$ cat config.mk
export PLATFORM = sky130hd
export DESIGN_NAME = bcf_top
export DESIGN_NICKNAME = d
export VERILOG_FILES = /design/src/core/bcf_pkg.sv /design/src/core/bcf_fault_enc.sv /design/src/core/bcf_top.sv
export SDC_FILE = /design/constraint.sdc
export NUM_CORES = 1
export LEC_CHECK = 0
export BUFFER_PORTS_ARGS = -buffer_cell sky130_fd_sc_hd__buf_4
export CORE_MARGIN = 4
export CORE_UTILIZATION = 52
export CTS_CLUSTER_DIAMETER = 120
export DETAILED_ROUTE_END_ITERATION = 12
export GPL_TIMING_DRIVEN = 0
export PLACE_DENSITY_LB_ADDON = 0.3
export SYNTH_ARGS = -nofsm -noshare
export SYNTH_HDL_FRONTEND = slang
export SYNTH_SLANG_ARGS = --single-unit
$ cat constraint.sdc
create_clock -name REF_CLK_I -period 2.1 [get_ports REF_CLK_I]
set_input_delay 0.105 -clock REF_CLK_I [delete_from_list [all_inputs] [get_ports REF_CLK_I]]
set_output_delay 0.105 -clock REF_CLK_I [all_outputs]
set_load 0.005 [all_outputs]
$ cat src/core/bcf_pkg.sv
package bcf_pkg;
  localparam logic [7:0] BCAST_ADDR = 8'h00;
  localparam logic [15:0] REG_CMD_WORD = 16'h0001;
  localparam logic [15:0] REG_SPEED_SET = 16'h0002;
  localparam int CMD_RUN_BIT = 0;
  localparam int CMD_REV_BIT = 1;
  localparam int CMD_EXTF_BIT = 4;
  localparam int CMD_FRST_BIT = 5;
  localparam int CMD_GIN_LSB = 12;
  localparam logic [15:0] CMD_USED_MASK = 16'hF033;
  localparam logic [15:0] FREQ_FULL_SCALE = 16'h7530;
  localparam logic [15:0] FREQ_RESET = 16'h0000;
  localparam logic [15:0] FC_NONE = 16'h0000;
  localparam logic [15:0] FC_UV_MAIN = 16'h0002;
  localparam logic [15:0] FC_UV_CTRL = 16'h0003;
  localparam logic [15:0] FC_UV_CHARGE = 16'h0004;
  localparam logic [15:0] FC_SHORT = 16'h0005;
  localparam logic [15:0] FC_GROUND = 16'h0006;
  localparam logic [15:0] FC_OVERCUR = 16'h0007;
  localparam logic [15:0] FC_OVERVOLT = 16'h0008;
  localparam logic [15:0] FC_EXT_BASE = 16'h0011;
  localparam logic [5:0] EXT_TERM_LAST = 6'h05;
  localparam logic [15:0] FC_SER_LOSS = 16'h0021;
  localparam logic [15:0] FC_OPT_LOSS = 16'h0022;
  localparam logic [15:0] FC_HW = 16'h0030;
  localparam logic [15:0] FC_SELF_BASE = 16'h0083;
  localparam logic [5:0] SELF_LAST = 6'h2B;
  localparam logic [15:0] FC_WATCHDOG = 16'h008E;
  localparam logic [15:0] FC_CLOCK = 16'h0091;
  typedef enum logic [3:0] {
    FK_UV_MAIN = 4'h0,
    FK_UV_CTRL = 4'h1,
    FK_UV_CHARGE = 4'h2,
    FK_SHORT = 4'h3,
    FK_GROUND = 4'h4,
    FK_OVERCUR = 4'h5,
    FK_OVERVOLT = 4'h6,
    FK_EXT_TERM = 4'h7,
    FK_SER_LOSS = 4'h8,
    FK_OPT_LOSS = 4'h9,
    FK_HW = 4'hA,
    FK_SELF_CHECK = 4'hB,
    FK_WATCHDOG = 4'hC,
    FK_CLOCK = 4'hD
  } bcf_fault_kind_t;
endpackage

$ cat src/core/bcf_fault_enc.sv
`timescale 1ns/1ps
module bcf_fault_enc (
  input wire bcf_pkg::bcf_fault_kind_t kind_i,
  input wire logic [5:0] detail_i,
  output logic [15:0] code_o,
  output logic valid_o
);
  import bcf_pkg::*;
  always_comb begin
    code_o = FC_NONE;
    valid_o = 1'b1;
    case (kind_i)
      FK_UV_MAIN: code_o = FC_UV_MAIN;
      FK_UV_CTRL: code_o = FC_UV_CTRL;
      FK_UV_CHARGE: code_o = FC_UV_CHARGE;
      FK_SHORT: code_o = FC_SHORT;
      FK_GROUND: code_o = FC_GROUND;
      FK_OVERCUR: code_o = FC_OVERCUR;
      FK_OVERVOLT: code_o = FC_OVERVOLT;
      FK_EXT_TERM: begin
        // detail counts terminals from zero upward, five at most
        if (detail_i <= EXT_TERM_LAST) begin
          code_o = FC_EXT_BASE + {10'h000, detail_i};
        end else begin
          valid_o = 1'b0;
        end
      end
      FK_SER_LOSS: code_o = FC_SER_LOSS;
      FK_OPT_LOSS: code_o = FC_OPT_LOSS;
      FK_HW: code_o = FC_HW;
      FK_SELF_CHECK: begin
        if (detail_i <= SELF_LAST) begin
          code_o = FC_SELF_BASE + {10'h000, detail_i};
        end else begin
          valid_o = 1'b0;
        end
      end
      FK_WATCHDOG: code_o = FC_WATCHDOG;
      FK_CLOCK: code_o = FC_CLOCK;
      default: valid_o = 1'b0;
    endcase
  end
endmodule

$ cat src/core/bcf_top.sv
`timescale 1ns/1ps
module bcf_top #(
  parameter int HIST_DEPTH = 4
) (
  input wire logic REF_CLK_I,
  input wire logic SYS_RST_I,
  input wire logic [7:0] OWN_ADDR_I,
  input wire logic WR_VALID_I,
  input wire logic [7:0] WR_SLAVE_ADDR_I,
  input wire logic [15:0] WR_REG_ADDR_I,
  input wire logic [15:0] WR_DATA_I,
  input wire logic FAULT_EVENT_I,
  input wire bcf_pkg::bcf_fault_kind_t FAULT_KIND_I,
  input wire logic [5:0] FAULT_DETAIL_I,
  input wire logic [$clog2(HIST_DEPTH)-1:0] HIST_IDX_I,
  output logic RUN_O,
  output logic REVERSE_O,
  output logic EXT_FAULT_O,
  output logic FAULT_RESET_O,
  output logic [3:0] GENERAL_INPUT_O,
  output logic [15:0] FREQ_REF_O,
  output logic BROADCAST_O,
  output logic REPLY_O,
  output logic REPLY_ERR_O,
  output logic [15:0] HIST_CODE_O
);
  import bcf_pkg::*;

  // the shift by concatenation needs two entries, the index a power of two
  localparam bit DEPTH_BAD = HIST_DEPTH < 2
    || (HIST_DEPTH & (HIST_DEPTH - 1)) != 0;
  if (DEPTH_BAD) begin : g_depth_chk
    $error("HIST_DEPTH must be a power of two, at least 2");
  end

  typedef struct packed {
    logic run;
    logic rev;
    logic extf;
    logic frst;
    logic [3:0] gin;
    logic [15:0] freq;
    logic bcast;
    logic reply;
    logic reply_err;
    logic [HIST_DEPTH-1:0][15:0] hist;
    logic [15:0] hout;
  } bcf_state_t;

  bcf_state_t s_q;
  bcf_state_t s_d;
  logic [15:0] enc_code;
  logic enc_vld;

  bcf_fault_enc u_enc (
    .kind_i(FAULT_KIND_I),
    .detail_i(FAULT_DETAIL_I),
    .code_o(enc_code),
    .valid_o(enc_vld)
  );

  function automatic logic [15:0] clamp_freq(input logic [15:0] v);
    // values past full scale are held at 100 percent
    return (v > FREQ_FULL_SCALE) ? FREQ_FULL_SCALE : v;
  endfunction

  logic is_bcast;
  logic is_mine;
  logic hit_cmd;
  logic hit_spd;
  logic [15:0] cmd_used;
  assign is_bcast = WR_VALID_I && (WR_SLAVE_ADDR_I == BCAST_ADDR);
  assign is_mine = WR_VALID_I && !is_bcast && (WR_SLAVE_ADDR_I == OWN_ADDR_I);
  assign hit_cmd = WR_REG_ADDR_I == REG_CMD_WORD;
  assign hit_spd = WR_REG_ADDR_I == REG_SPEED_SET;
  assign cmd_used = WR_DATA_I & CMD_USED_MASK;

  always_comb begin
    s_d = s_q;
    s_d.frst = 1'b0;
    s_d.bcast = is_bcast;
    // broadcasts never request a reply, not even an error one
    s_d.reply = is_mine;
    s_d.reply_err = is_mine && !hit_cmd && !hit_spd;
    if ((is_bcast || is_mine) && hit_cmd) begin
      s_d.run = cmd_used[CMD_RUN_BIT];
      s_d.rev = cmd_used[CMD_REV_BIT];
      s_d.extf = cmd_used[CMD_EXTF_BIT];
      s_d.frst = cmd_used[CMD_FRST_BIT];
      s_d.gin = cmd_used[CMD_GIN_LSB +: 4];
    end
    if ((is_bcast || is_mine) && hit_spd) begin
      s_d.freq = clamp_freq(WR_DATA_I);
    end
    if (FAULT_EVENT_I && enc_vld) begin
      // newest entry at index 0, oldest falls off the end
      s_d.hist = {s_q.hist[HIST_DEPTH-2:0], enc_code};
    end
    s_d.hout = s_q.hist[HIST_IDX_I];
  end

  always_ff @(posedge REF_CLK_I) begin
    if (SYS_RST_I) begin
      s_q <= '0;
      s_q.freq <= FREQ_RESET;
    end else begin
      s_q <= s_d;
    end
  end

  assign RUN_O = s_q.run;
  assign REVERSE_O = s_q.rev;
  assign EXT_FAULT_O = s_q.extf;
  assign FAULT_RESET_O = s_q.frst;
  assign GENERAL_INPUT_O = s_q.gin;
  assign FREQ_REF_O = s_q.freq;
  assign BROADCAST_O = s_q.bcast;
  assign REPLY_O = s_q.reply;
  assign REPLY_ERR_O = s_q.reply_err;
  assign HIST_CODE_O = s_q.hout;
endmodule

## Yosys cells after proc, flatten, opt, wreduce, memory -nomap -nowiden

Cells that the tools add are included.

- Eq/ne operators: 16
- Reduce and logical (&&, ||, !) cells: 16
- $add $sub $neg: 2
- Order comparisons: 4
- Multiplexer cells: 9
- Bitwise logic cells: 1

Operator list:

| operator | count |
|---|---|
| $pmux W16 S14 | 1 |
| $mux W16 | 4 |
| $bmux W16 S2 | 1 |
| $eq A4 B4 Y1 const B | 6 |
| $eq A16 B1 Y1 const B | 1 |
| $eq A16 B2 Y1 const B | 1 |
| $eq A4 B3 Y1 const B | 4 |
| $gt A16 B15 Y1 const B | 1 |
| $reduce_or A12 Y1 | 1 |
| $add A8 B6 Y9 const A | 1 |
| $eq A4 B2 Y1 const B | 2 |
| $eq A8 B8 Y1 | 1 |
| $logic_and A1 B1 Y1 | 8 |
| $logic_not A8 Y1 | 1 |
| $add A5 B6 Y7 const A | 1 |
| $le A6 B3 Y1 const B | 1 |
| $le A6 B6 Y1 const B | 1 |
| $eq A4 B1 Y1 const B | 1 |
| $logic_not A4 Y1 | 1 |
| $logic_not A1 Y1 | 3 |
| $lt A2 B3 Y1 const B | 1 |
| $pmux W1 S3 | 1 |
| $mux W1 | 2 |
| $reduce_or A2 Y1 | 1 |
| 2 further kinds | 2 |

- Logic and storage cells: 62
- Bits in registers: 107

## Longest topological paths before layout

Gate-level depths: netlist (run 1).

- Depth after elaboration: 9
- Gate-level depth with buffers: 9
- Mapped depth without buffers: 7

## Hierarchy

From an unflattened synthesis (run 1), not the netlist that was laid out.

- Cell total of the unflattened synthesis: 595
- Area total of the unflattened synthesis: 5,161.2 µm²

Modules (own cells, without submodules):

| module | times used | cells each | area an instance (µm²) | sequential area each (µm²) |
|---|---|---|---|---|
| bcf_top | 1 | 525 | 4,645.7 | 2,142.1 |
| bcf_fault_enc | 1 | 70 | 515.5 | 0.0 |

## Least setup slack after synthesis (run 1)

Ideal clock, no wire load.

- Path type: input to register
- Start: in FAULT_KIND_I[3]
- End: reg s_q[17] (netlist bit)
- Cell stages on the path: 7
- Arrival time: 1,513 ps
- Path slack: 457 ps
- Required time: 1,970 ps
- Path buffers: 2
- Cells stage by stage: buf_6 -> or3_4 -> a211oi_4 -> o41ai_2 -> buf_6 -> a2111oi_2 -> nor3_2

- Word-level cells in the longest chain between the ends: 4
- Elaborated cells between the ends (all ways): 18

Ends and longest elaborated chain:

| element | RTL line | source |
|---|---|---|
| from (decl) | bcf_top.sv:13 | `input wire bcf_pkg::bcf_fault_kind_t FAULT_KIND_I,` |
| $eq A4 B1 Y1 (tied with other cells) | bcf_fault_enc.sv:12 | `case (kind_i)` |
| $reduce_or A12 Y1 (no line) | n/a |  |
| $pmux W1 S3 | bcf_fault_enc.sv:12 |  |
| $logic_and A1 B1 Y1 | bcf_top.sv:95 | `if (FAULT_EVENT_I && enc_vld) begin` |
| to (decl) | bcf_top.sv:50 | `bcf_state_t s_q;` |

Parallel ways exist; a longest one is shown, timed or not.
A chain may end at the register's enable or synchronous reset.

## Worst setup path after layout (run 1)

- Start: in FAULT_DETAIL_I[0]
- End: reg s_q[52] (netlist bit)

- Word-level cells in the longest chain between the ends: 4
- Elaborated cells between the ends (all ways): 6

Ends and longest elaborated chain:

| element | RTL line | source |
|---|---|---|
| from (decl) | bcf_top.sv:14 | `input wire logic [5:0] FAULT_DETAIL_I,` |
| $le A6 B6 Y1 / $le A6 B3 Y1 (equally long branches) | bcf_fault_enc.sv:32, bcf_fault_enc.sv:22 |  |
| $mux W1 (on tied branches) | bcf_fault_enc.sv:32, bcf_fault_enc.sv:22 |  |
| $pmux W1 S3 (*) | bcf_fault_enc.sv:12 |  |
| $logic_and A1 B1 Y1 (*) | bcf_top.sv:95 |  |

Mark *: on every way between the ends. The rest lies on a longest branch, timed or not.

==> results of run 1 <==
[sequential cells by signal, summed over array words and instances (netlist names)]
register	count
s_q	32
FREQ_REF_O	16
HIST_CODE_O	8
GENERAL_INPUT_O	4
BROADCAST_O	1
EXT_FAULT_O	1
FAULT_RESET_O	1
REPLY_ERR_O	1
REPLY_O	1
REVERSE_O	1
RUN_O	1
[final timing paths]
path | slack [ns] | cells past startpoint | end
setup / recovery | 0.38 | 9 | s_q[52]$_SDFFE_PP0P_
hold / removal | 0.03 | 3 | FREQ_REF_O[3]$_SDFFE_PP0P_
setup reg to reg | 1.02 | 2 | HIST_CODE_O[2]$_SDFF_PP0_
hold reg to reg | 0.46 | 2 | s_q[71]$_SDFFE_PP0P_
[cells by family after synthesis]
kind of cell    Yosys count  share of synthesized area (%)
compound gates           95                          18.27
xor+xnor                 13                          3.217
fa+ha+maj                 3                          1.061
buf+inv                  73                          12.69
flops                    67                          37.89
mux                      11                          5.938
other cells               1                         0.1059
simple gates            142                          20.82
[layout by cell type, fill, tap and decap left out, types with 2 or more instances in the layout]
master,netlist,routed
nor4bb_1,2,2
nor4_1,6,6
and4_1,4,4
nand4b_1,8,8
conb_1,1,8
a311oi_1,2,2
buf_2,5,5
clkbuf_1,15,17
xor2_1,4,4
mux4_2,8,8
and2_1,10,10
a31oi_1,2,2
nor2_1,13,13
o221ai_1,4,4
nor3_1,2,2
nand3_1,3,3
nor2b_1,4,4
a211oi_1,10,10
xnor2_1,9,9
nand2_1,69,69
buf_6,3,3
mux2i_1,3,3
o21ai_0,17,17
a41o_1,3,3
o211ai_1,6,6
ha_1,3,3
clkbuf_8,0,11
a21o_1,2,2
dfxtp_1,67,67
inv_1,10,10
and3b_1,2,2
a221oi_1,3,3
and3_1,5,5
nand4_1,6,6
buf_4,39,131
a21oi_1,34,34
[cell type report]
class	count	area (sq um)	area share (%)
clock buffer	13	158.9	3.495
tap	77	96.34	2.119
timing repair buffer	92	690.7	15.19
clock inverter	2	35.03	0.7705
inverter	10	37.54	0.8255
buffer	63	411.6	9.053
sequential	67	1341	29.50
multi-input combinational	272	1775	39.05
[power by group through the flow]
stage | logic, mW | registers [mW] | clock network (mW)
floorplan | 0.209 | 1.33 | 0
global placement | 0.361 | 1.33 | 0
detailed placement | 0.370 | 1.34 | 0
CTS | 0.372 | 1.31 | 1.05
global route | 0.410 | 1.31 | 1.12
finish | 0.374 | 1.31 | 1.05
[per-stage QoR]
step | instance area (sq um) | setup WS (ns) | total power [mW]
2_1_floorplan | 3566 | 0.4567 | 1.539
3_3_place_gp | 4353 | 0.1455 | 1.695
6_report | 4547 | 0.3788 | 2.730
3_5_place_dp | 4353 | 0.07551 | 1.705
5_1_grt | 4547 | 0.2316 | 2.835
4_1_cts | 4547 | 0.3875 | 2.733
[worst register-to-register path, delay by kind of cell, from the launching register on]
kind / cells / cell delay, ns
simple gates: 1 / 0.17
mux: 1 / 0.47
flops: 1 / 0.34
[layer usage]
metal | up-vias | track usage, % | share of wire, %
li1 | 1631 | - | -
met1 | 1533 | 27.09 | 43
met2 | 131 | 35.45 | 49
met3 | 6 | 3.583 | 7.4
met4 | 0 | 7.270 | 0.63
met5 | - | 0 | 0
==> results by stage, run 1 <==
Run status:
- The flow ran to the end, and the final reports show no timing, DRC or antenna violations.

Drt:
- The final layout contains routed wiring with a total length of 8727 microns.
- In the routed layout, each cell is associated on average with a via count of 5.539.
- The detail route stage leaves a number of antenna-violating nets equal to 0.
- After detailed routing, the average wire length per cell comes to 14.64 microns.
- The number of vias in the routed layout is between 3,000 and 4,000.
- The number of search-and-repair iterations in the first detailed-routing pass is 4.
- The post-route DRC violation count is 0.
- The detailed router finished its first iteration with 210 violations.

Finish:
- Excluding fillers, the count of instances in the completed layout stands at ~600.
- The repair_antennas step left the layout with diodes totalling 0.
- The utilization of the core after routing is 70.01%.
- The ratio of cells with drive above 1 in the final layout is 31.98%.
- The filler cell count in the final layout is 538.
- Compared with the post-synthesis result, the final layout area differs by 28.46%.
- The net count reported at finish is 582.

Power and ir drop:
- The switching share of power is a little under a quarter.
- The switching component of the power is 0.6496 mW.
- The clock network burns 38.4% of the power.
- The share of power burned in combinational logic is 13.7%.
- IR analysis of the VDD net gives a maximum drop of 0.2635 mV.
- The internal cell power is 2.080 mW.
- The total power divided by cell area is approximately 600 mW/mm^2.
- The analysis attributes to cell leakage a power of 1.957 nW.
- The share of total power dissipated in sequential elements is between 40% and 50%.

STA:
- Setup repair after global routing left no endpoint under its margin.
- The final hold violation count is 0.
- The max-slew violation count is 0.
- The setup violation total in the final timing report is 0.
- The slew of the pin with the lowest slew margin is 0.6950 ns.
- The achievable frequency is 0.5810 GHz.
- Clock skew on the completed layout was measured at 0.005506 ns.
- For the final routed database, the setup TNS stands at 0 ns.
- Measured against its own limit, the worst slew margin works out to between 50% and 60%.
- The clock period could shrink to 1.721 ns.
- The final-layout worst hold slack is around 0.031 ns.
- The final period utilization is 81.96%.

Logic synthesis:
- Yosys mapped a number of flops with a built-in enable equal to 0.
- Yosys printed 0 warnings.
- Counting distinct cell types in the post-synthesis netlist gives 56.
- The cell area after synthesis is 0.003540 sq mm.
- The average instance in the mapped netlist occupies a little under 9 sq um.
- Counting flops and latches in the post-synthesis netlist gives 67.
- The number of instances in the synthesized netlist is 405.
- After synthesis, the most frequently instantiated cells are nand2_1 (69), dfxtp_1 (67), buf_4 (39).
- The cell type with the highest aggregate area in the netlist is dfxtp_1.
- By area the synthesized netlist is led by dfxtp_1 (38%), buf_4 (8.3%), nand2_1 (7.3%).
- The share of Yosys cell area claimed by the top area cell type is 37.89%.
- The share of the Yosys chip area taken by registers is 37.89%.
- After synthesis, the share of flip-flops with an asynchronous set or reset is 0%.
- The most frequent cell after synthesis is nand2_1.
- The most used flip-flop cell after synthesis is dfxtp_1.

Global route:
- The first global-routing pass estimated ~14,000 microns of wire.
- Entering global routing, the biggest net connects 11 pins.
- Global routing used 21.03% of the available tracks.
- The number of antenna violations at the first check in global routing came to 0.
- Summed over all layers, the global routing overflow is 0.
- The via count of the first global-routing pass is 3,209.

Critical path:
- The launching element type of the critical path is an input pin.
- The worst path required time is 2.35 ns.
- The worst flop-to-flop path startpoint is s_q[18]$_SDFFE_PP0P_.
- The biggest fanout along the worst timing path is 10.
- The delay of the slowest cell on the worst path is 0.45 ns.
- The signal on the critical path passes through buf_4, inv_1, ha_1, nor2_1, a211oi_4, o41ai_2, clkbuf_1, nand2_1, a21oi_1.
- The kind of capture point of the worst setup path is a flip-flop.
- The worst setup path is of the in2reg kind.
- The kind of cell with the highest combined delay along the critical path is compound AO/OA/AOI/OAI gates.
- Together, buffers and inverters on the worst path number 3.
- Among all stages on the critical path, the largest delay is contributed by clkbuf_1.
- The most critical setup path has its startpoint at FAULT_DETAIL_I[0].
- The arrival time reported for the critical path endpoint is around 2 ns.

CTS:
- Clock-pin slew was measured on the worst setup and hold paths at 0.07 ns.
- The cell chosen for the clock root is clkbuf_8.
- The count of H-tree levels built during CTS is 3.
- The number of clock buffers inserted by TritonCTS is 9.
- For the worst-skew pair, the clock arrives at the later sink with an insertion delay of 0.33 ns.
- The maximum clock insertion buffer count is 2.
- The hold-fix buffer count after cts is 0.
- The number of gates given a new drive strength after cts is 0.
- Counting every sink on the clock net gives 67.
- The number of setup buffers added after CTS is 0.
- TritonCTS built the clock tree.

Floorplan:
- The die span in y is 90.51 microns.
- The initial core utilization is a little over half.
- The region available for standard cell placement spans 0.006495 sq mm.
- The number of top-level pins is 107.
- The die area is 0.008191 sq mm.
- In this run the core area contains 29 standard-cell rows.
- From left edge to right edge, the die measures 90.51 microns.

Placement:
- The HPWL after detailed placement is 6627 microns.
- The congestion estimate from routability-driven global placement came to 0.8597.
- The number of input and output port buffers inserted is 92.
- After detailed placement, the design holds a cell count of 581.

Hold path:
- The min-delay analysis places its worst path in the category in2reg.
- In this run the most critical hold path is launched from WR_DATA_I[3].

Run:
- The reported max-cap violation count is 0.
(Power assumes the default switching activity.)
==> run 2: changes to the inputs <==
clock period = 1.8 ns   (was 2.1 ns; I/O delays follow)
==> results by stage, run 2 (same netlist as run 1, synthesis figures left out) <==
Run status:
- Result of the run: complete, no violations (unchanged).

Drt:
- The routed length on met3 is 650 microns (was 648 microns).
- The iteration-0 DRC count of the detailed router is 214 (was 210).
- The via-per-instance ratio was 5.535 (was 5.539).
- The number of search-and-repair iterations in the first detailed-routing pass is 4 (unchanged).
- The number of vias in the routed layout is 3,299 (was 3,301).
- The routed wire length on met2 is 4250 microns (was 4259 microns).
- The post-route met1 wirelength is 3746 microns (was 3764 microns).
- The wire length per cell is 14.62 microns (was 14.64 microns).
- The routed wire length came to 8711 microns (was 8727 microns).
- The post-route DRC violation count is 0 (unchanged).
- The top layer reached by signal wires is met4 (unchanged).
- The final antenna-violating net count was 0 (unchanged).

Finish:
- The most frequent standard cell in the layout excluding fill and tap cells is buf_4 (unchanged).
- The diode insertion count for antenna repair was 0 (unchanged).
- The final cell count without fillers is 596 (unchanged).
- The register name with the most flops is s_q (unchanged).
- Leading cell types in the layout, fill and taps excluded: buf_4 (131), nand2_1 (69), dfxtp_1 (67), a21oi_1 (34), o21ai_0 (17) (was buf_4 (131), nand2_1 (69), dfxtp_1 (67), a21oi_1 (34)).
- The ratio of cells with drive above 1 in the final layout was 32.37% (was 31.98%).
- The utilization of the core after routing is 70.06% (was 70.01%).
- The area growth from synthesis to final layout is 28.56% (was 28.46%).
- The flip-flop count of the largest register, all copies and words added came to 32 (unchanged).
- The net count reported at finish is 582 (unchanged).

Critical path:
- The family with the most delay on the worst path is compound AO/OA/AOI/OAI gates (unchanged).
- The biggest fanout along the worst timing path is 10 (unchanged).
- The launching element type of the critical path is an input pin (unchanged).
- The delay of the slowest cell on the worst path is 0.45 ns (about the same).
- The worst path required time is 1.99 ns (was 2.35 ns).
- The critical path class is in2reg (unchanged).
- The kind of capture point of the worst setup path was a flip-flop (unchanged).
- The cell with the biggest individual delay on the critical path is nor4_1 (was clkbuf_1).
- The worst flop-to-flop path startpoint is s_q[18]$_SDFFE_PP0P_ (unchanged).
- The arrival time reported for the critical path endpoint is 1.79 ns (was 1.97 ns).
- Cell-by-cell trace of the critical path: buf_4, nor4_1, a211oi_1, a31oi_1, clkbuf_1, nand4b_1, a21oi_1 (was buf_4, inv_1, ha_1, nor2_1, a211oi_4, o41ai_2, clkbuf_1, nand2_1, a21oi_1).
- The buffer and inverter count on the worst path is 2 (was 3).
- The worst setup path startpoint is WR_SLAVE_ADDR_I[0] (was FAULT_DETAIL_I[0]).

Placement:
- The number of input and output port buffers inserted is 92 (unchanged).
- The global placer's final weighted congestion is 0.8597 (unchanged).
- The pre-CTS worst setup slack is -0.2095 ns (was 0.07551 ns).
- The cell count after placement is 581 (unchanged).
- The HPWL after detailed placement is 6627 microns (unchanged).

Power and ir drop:
- The sequential power share is 47.9% (about the same).
- The share of power burned in combinational logic was 13.7% (about the same).
- The switching share of power is 23.79% (was 23.80%).
- The highest ir drop seen on vdd is 0.3075 mV (was 0.2635 mV).
- The reported leakage power is 1.961 nW (was 1.957 nW).
- The overall power after layout is 3.186 mW (was 2.730 mW).
- The share of total power in the clock network came to 38.4% (about the same).
- The internal cell power is 2.428 mW (was 2.080 mW).
- The switching component of the power is 0.7580 mW (was 0.6496 mW).
- The total power divided by cell area is 700.1 mW/mm^2 (was 600.4 mW/mm^2).

Floorplan:
- The floorplan row count was 29 (unchanged).
- The horizontal die dimension came to 90.51 microns (unchanged).
- The number of top-level pins came to 107 (unchanged).
- The initial core utilization was 54.50% (unchanged).
- The total core area is 0.006495 sq mm (unchanged).
- The die span in y is 90.51 microns (unchanged).
- The die area is 0.008191 sq mm (unchanged).

CTS:
- The clock latency of the later-clocked register in the worst-skew pair came to 0.33 ns (about the same).
- The clock transition at the registers of the reported paths is 0.07 ns (about the same).
- The TritonCTS sink count is 67 (unchanged).
- The number of clock buffers inserted by TritonCTS is 9 (unchanged).
- The cell chosen for the clock root was clkbuf_8 (unchanged).
- The count of H-tree levels built during CTS is 3 (unchanged).
- The maximum clock insertion buffer count is 2 (unchanged).
- The TritonCTS clock tree is built (unchanged).

Global route:
- The maximum number of pins on one net before global-route repair is 11 (unchanged).
- The remaining global-route overflow was 0 (unchanged).
- The number of antenna violations at the first check in global routing was 0 (unchanged).
- The global-route usage over all layers came to 21.03% (unchanged).
- The first-pass GRT wire length is 14,460 microns (unchanged).
- The via count of the first global-routing pass came to 3,209 (unchanged).

STA:
- The final hold violation count is 0 (unchanged).
- The minimum period implied by the final worst setup slack is between 1.5 and 2 ns.
- The final-layout worst hold slack was 0.01667 ns (was 0.03131 ns).
- RSZ-0062 raised after global routing: false (unchanged).
- The max-slew violation count is 0 (unchanged).
- The final period utilization is 88.73%.
- For this run, the top clock speed supported by timing is 0.6261 GHz.
- The worst clock skew was 0.005502 ns (was 0.005506 ns).
- The setup violation total in the final timing report was 0 (unchanged).
- The final setup slack of the worst path is 0.2029 ns (was 0.3788 ns).
- The slew of the pin with the lowest slew margin is 0.6959 ns (was 0.6950 ns).
- The normalized max-slew margin is 53.61% (was 53.67%).

Hold path:
- The origin of the worst min-delay path was WR_DATA_I[3] (unchanged).
- The path type of the worst min-delay path is in2reg (unchanged).

Run:
- The reported max-cap violation count is 0 (unchanged).
-- run 2: changes by cell type in the layout (fill, tap and decap cells not counted) --
cell / change
clkbuf_1: -1
clkbuf_2: +1
nor2_1: -1
nor2_2: +1
-- run 2: worst paths after layout --
| path | to | slack [ns] | cells after the start |
|---|---|---|---|
| setup / recovery | GENERAL_INPUT_O[1]$_SDFFE_PP0P_ | 0.20 | 7 |
| hold / removal | FREQ_REF_O[3]$_SDFFE_PP0P_ | 0.02 | 3 |
| setup reg to reg | HIST_CODE_O[2]$_SDFF_PP0_ | 0.72 | 2 |
| hold reg to reg | s_q[71]$_SDFFE_PP0P_ | 0.46 | 2 |
-- run 2: layout make-up --
type / instances / area [sq um]
Multi-Input combinational cell: 272 / 1778
Tap cell: 77 / 96.34
Inverter: 10 / 37.54
Clock buffer: 13 / 158.9
Buffer: 63 / 412.9
Clock inverter: 2 / 35.03
Fill cell: 536 / 1944
Sequential cell: 67 / 1341
Timing Repair Buffer: 92 / 690.7
-- run 2: routing by layer --
metal  vias up  track usage (%)
met4         0            7.270
li1       1629                -
met1      1528            27.09
met2       134            35.45
met5         -                0
met3         8            3.583
-- run 2: repair_timing --
| action | in CTS | in global routing |
|---|---|---|
| hold buffers | 0 | 0 |
| endpoints found under the setup margin | 0 | 10 |
| buffers inserted | 0 | 0 |
| gates resized for setup | 0 | 3 |
-- run 2: tightest hold or removal path: stages --
cell and delay (ns):
buf_4 0.09, o211ai_1 0.07, o21ai_0 0.07
-- run 2: power by group through the flow --
| stage | clock (mW) | combinational (mW) | sequential [mW] |
|---|---|---|---|
| 6_report | 1.22 | 0.437 | 1.53 |
| 5_1_grt | 1.30 | 0.480 | 1.53 |
| 4_1_cts | 1.23 | 0.434 | 1.52 |
| 3_5_place_dp | 0 | 0.432 | 1.56 |
| 3_3_place_gp | 0 | 0.422 | 1.56 |
| 2_1_floorplan | 0 | 0.244 | 1.55 |
-- run 2: per-stage QoR --
| step | TNS (ns) | cell area, sq um |
|---|---|---|
| 5_1_grt | 0 | 4551 |
| 4_1_cts | 0 | 4547 |
| 2_1_floorplan | 0 | 3566 |
| 6_report | 0 | 4551 |
| 3_5_place_dp | -5.254 | 4353 |
| 3_3_place_gp | -2.813 | 4353 |
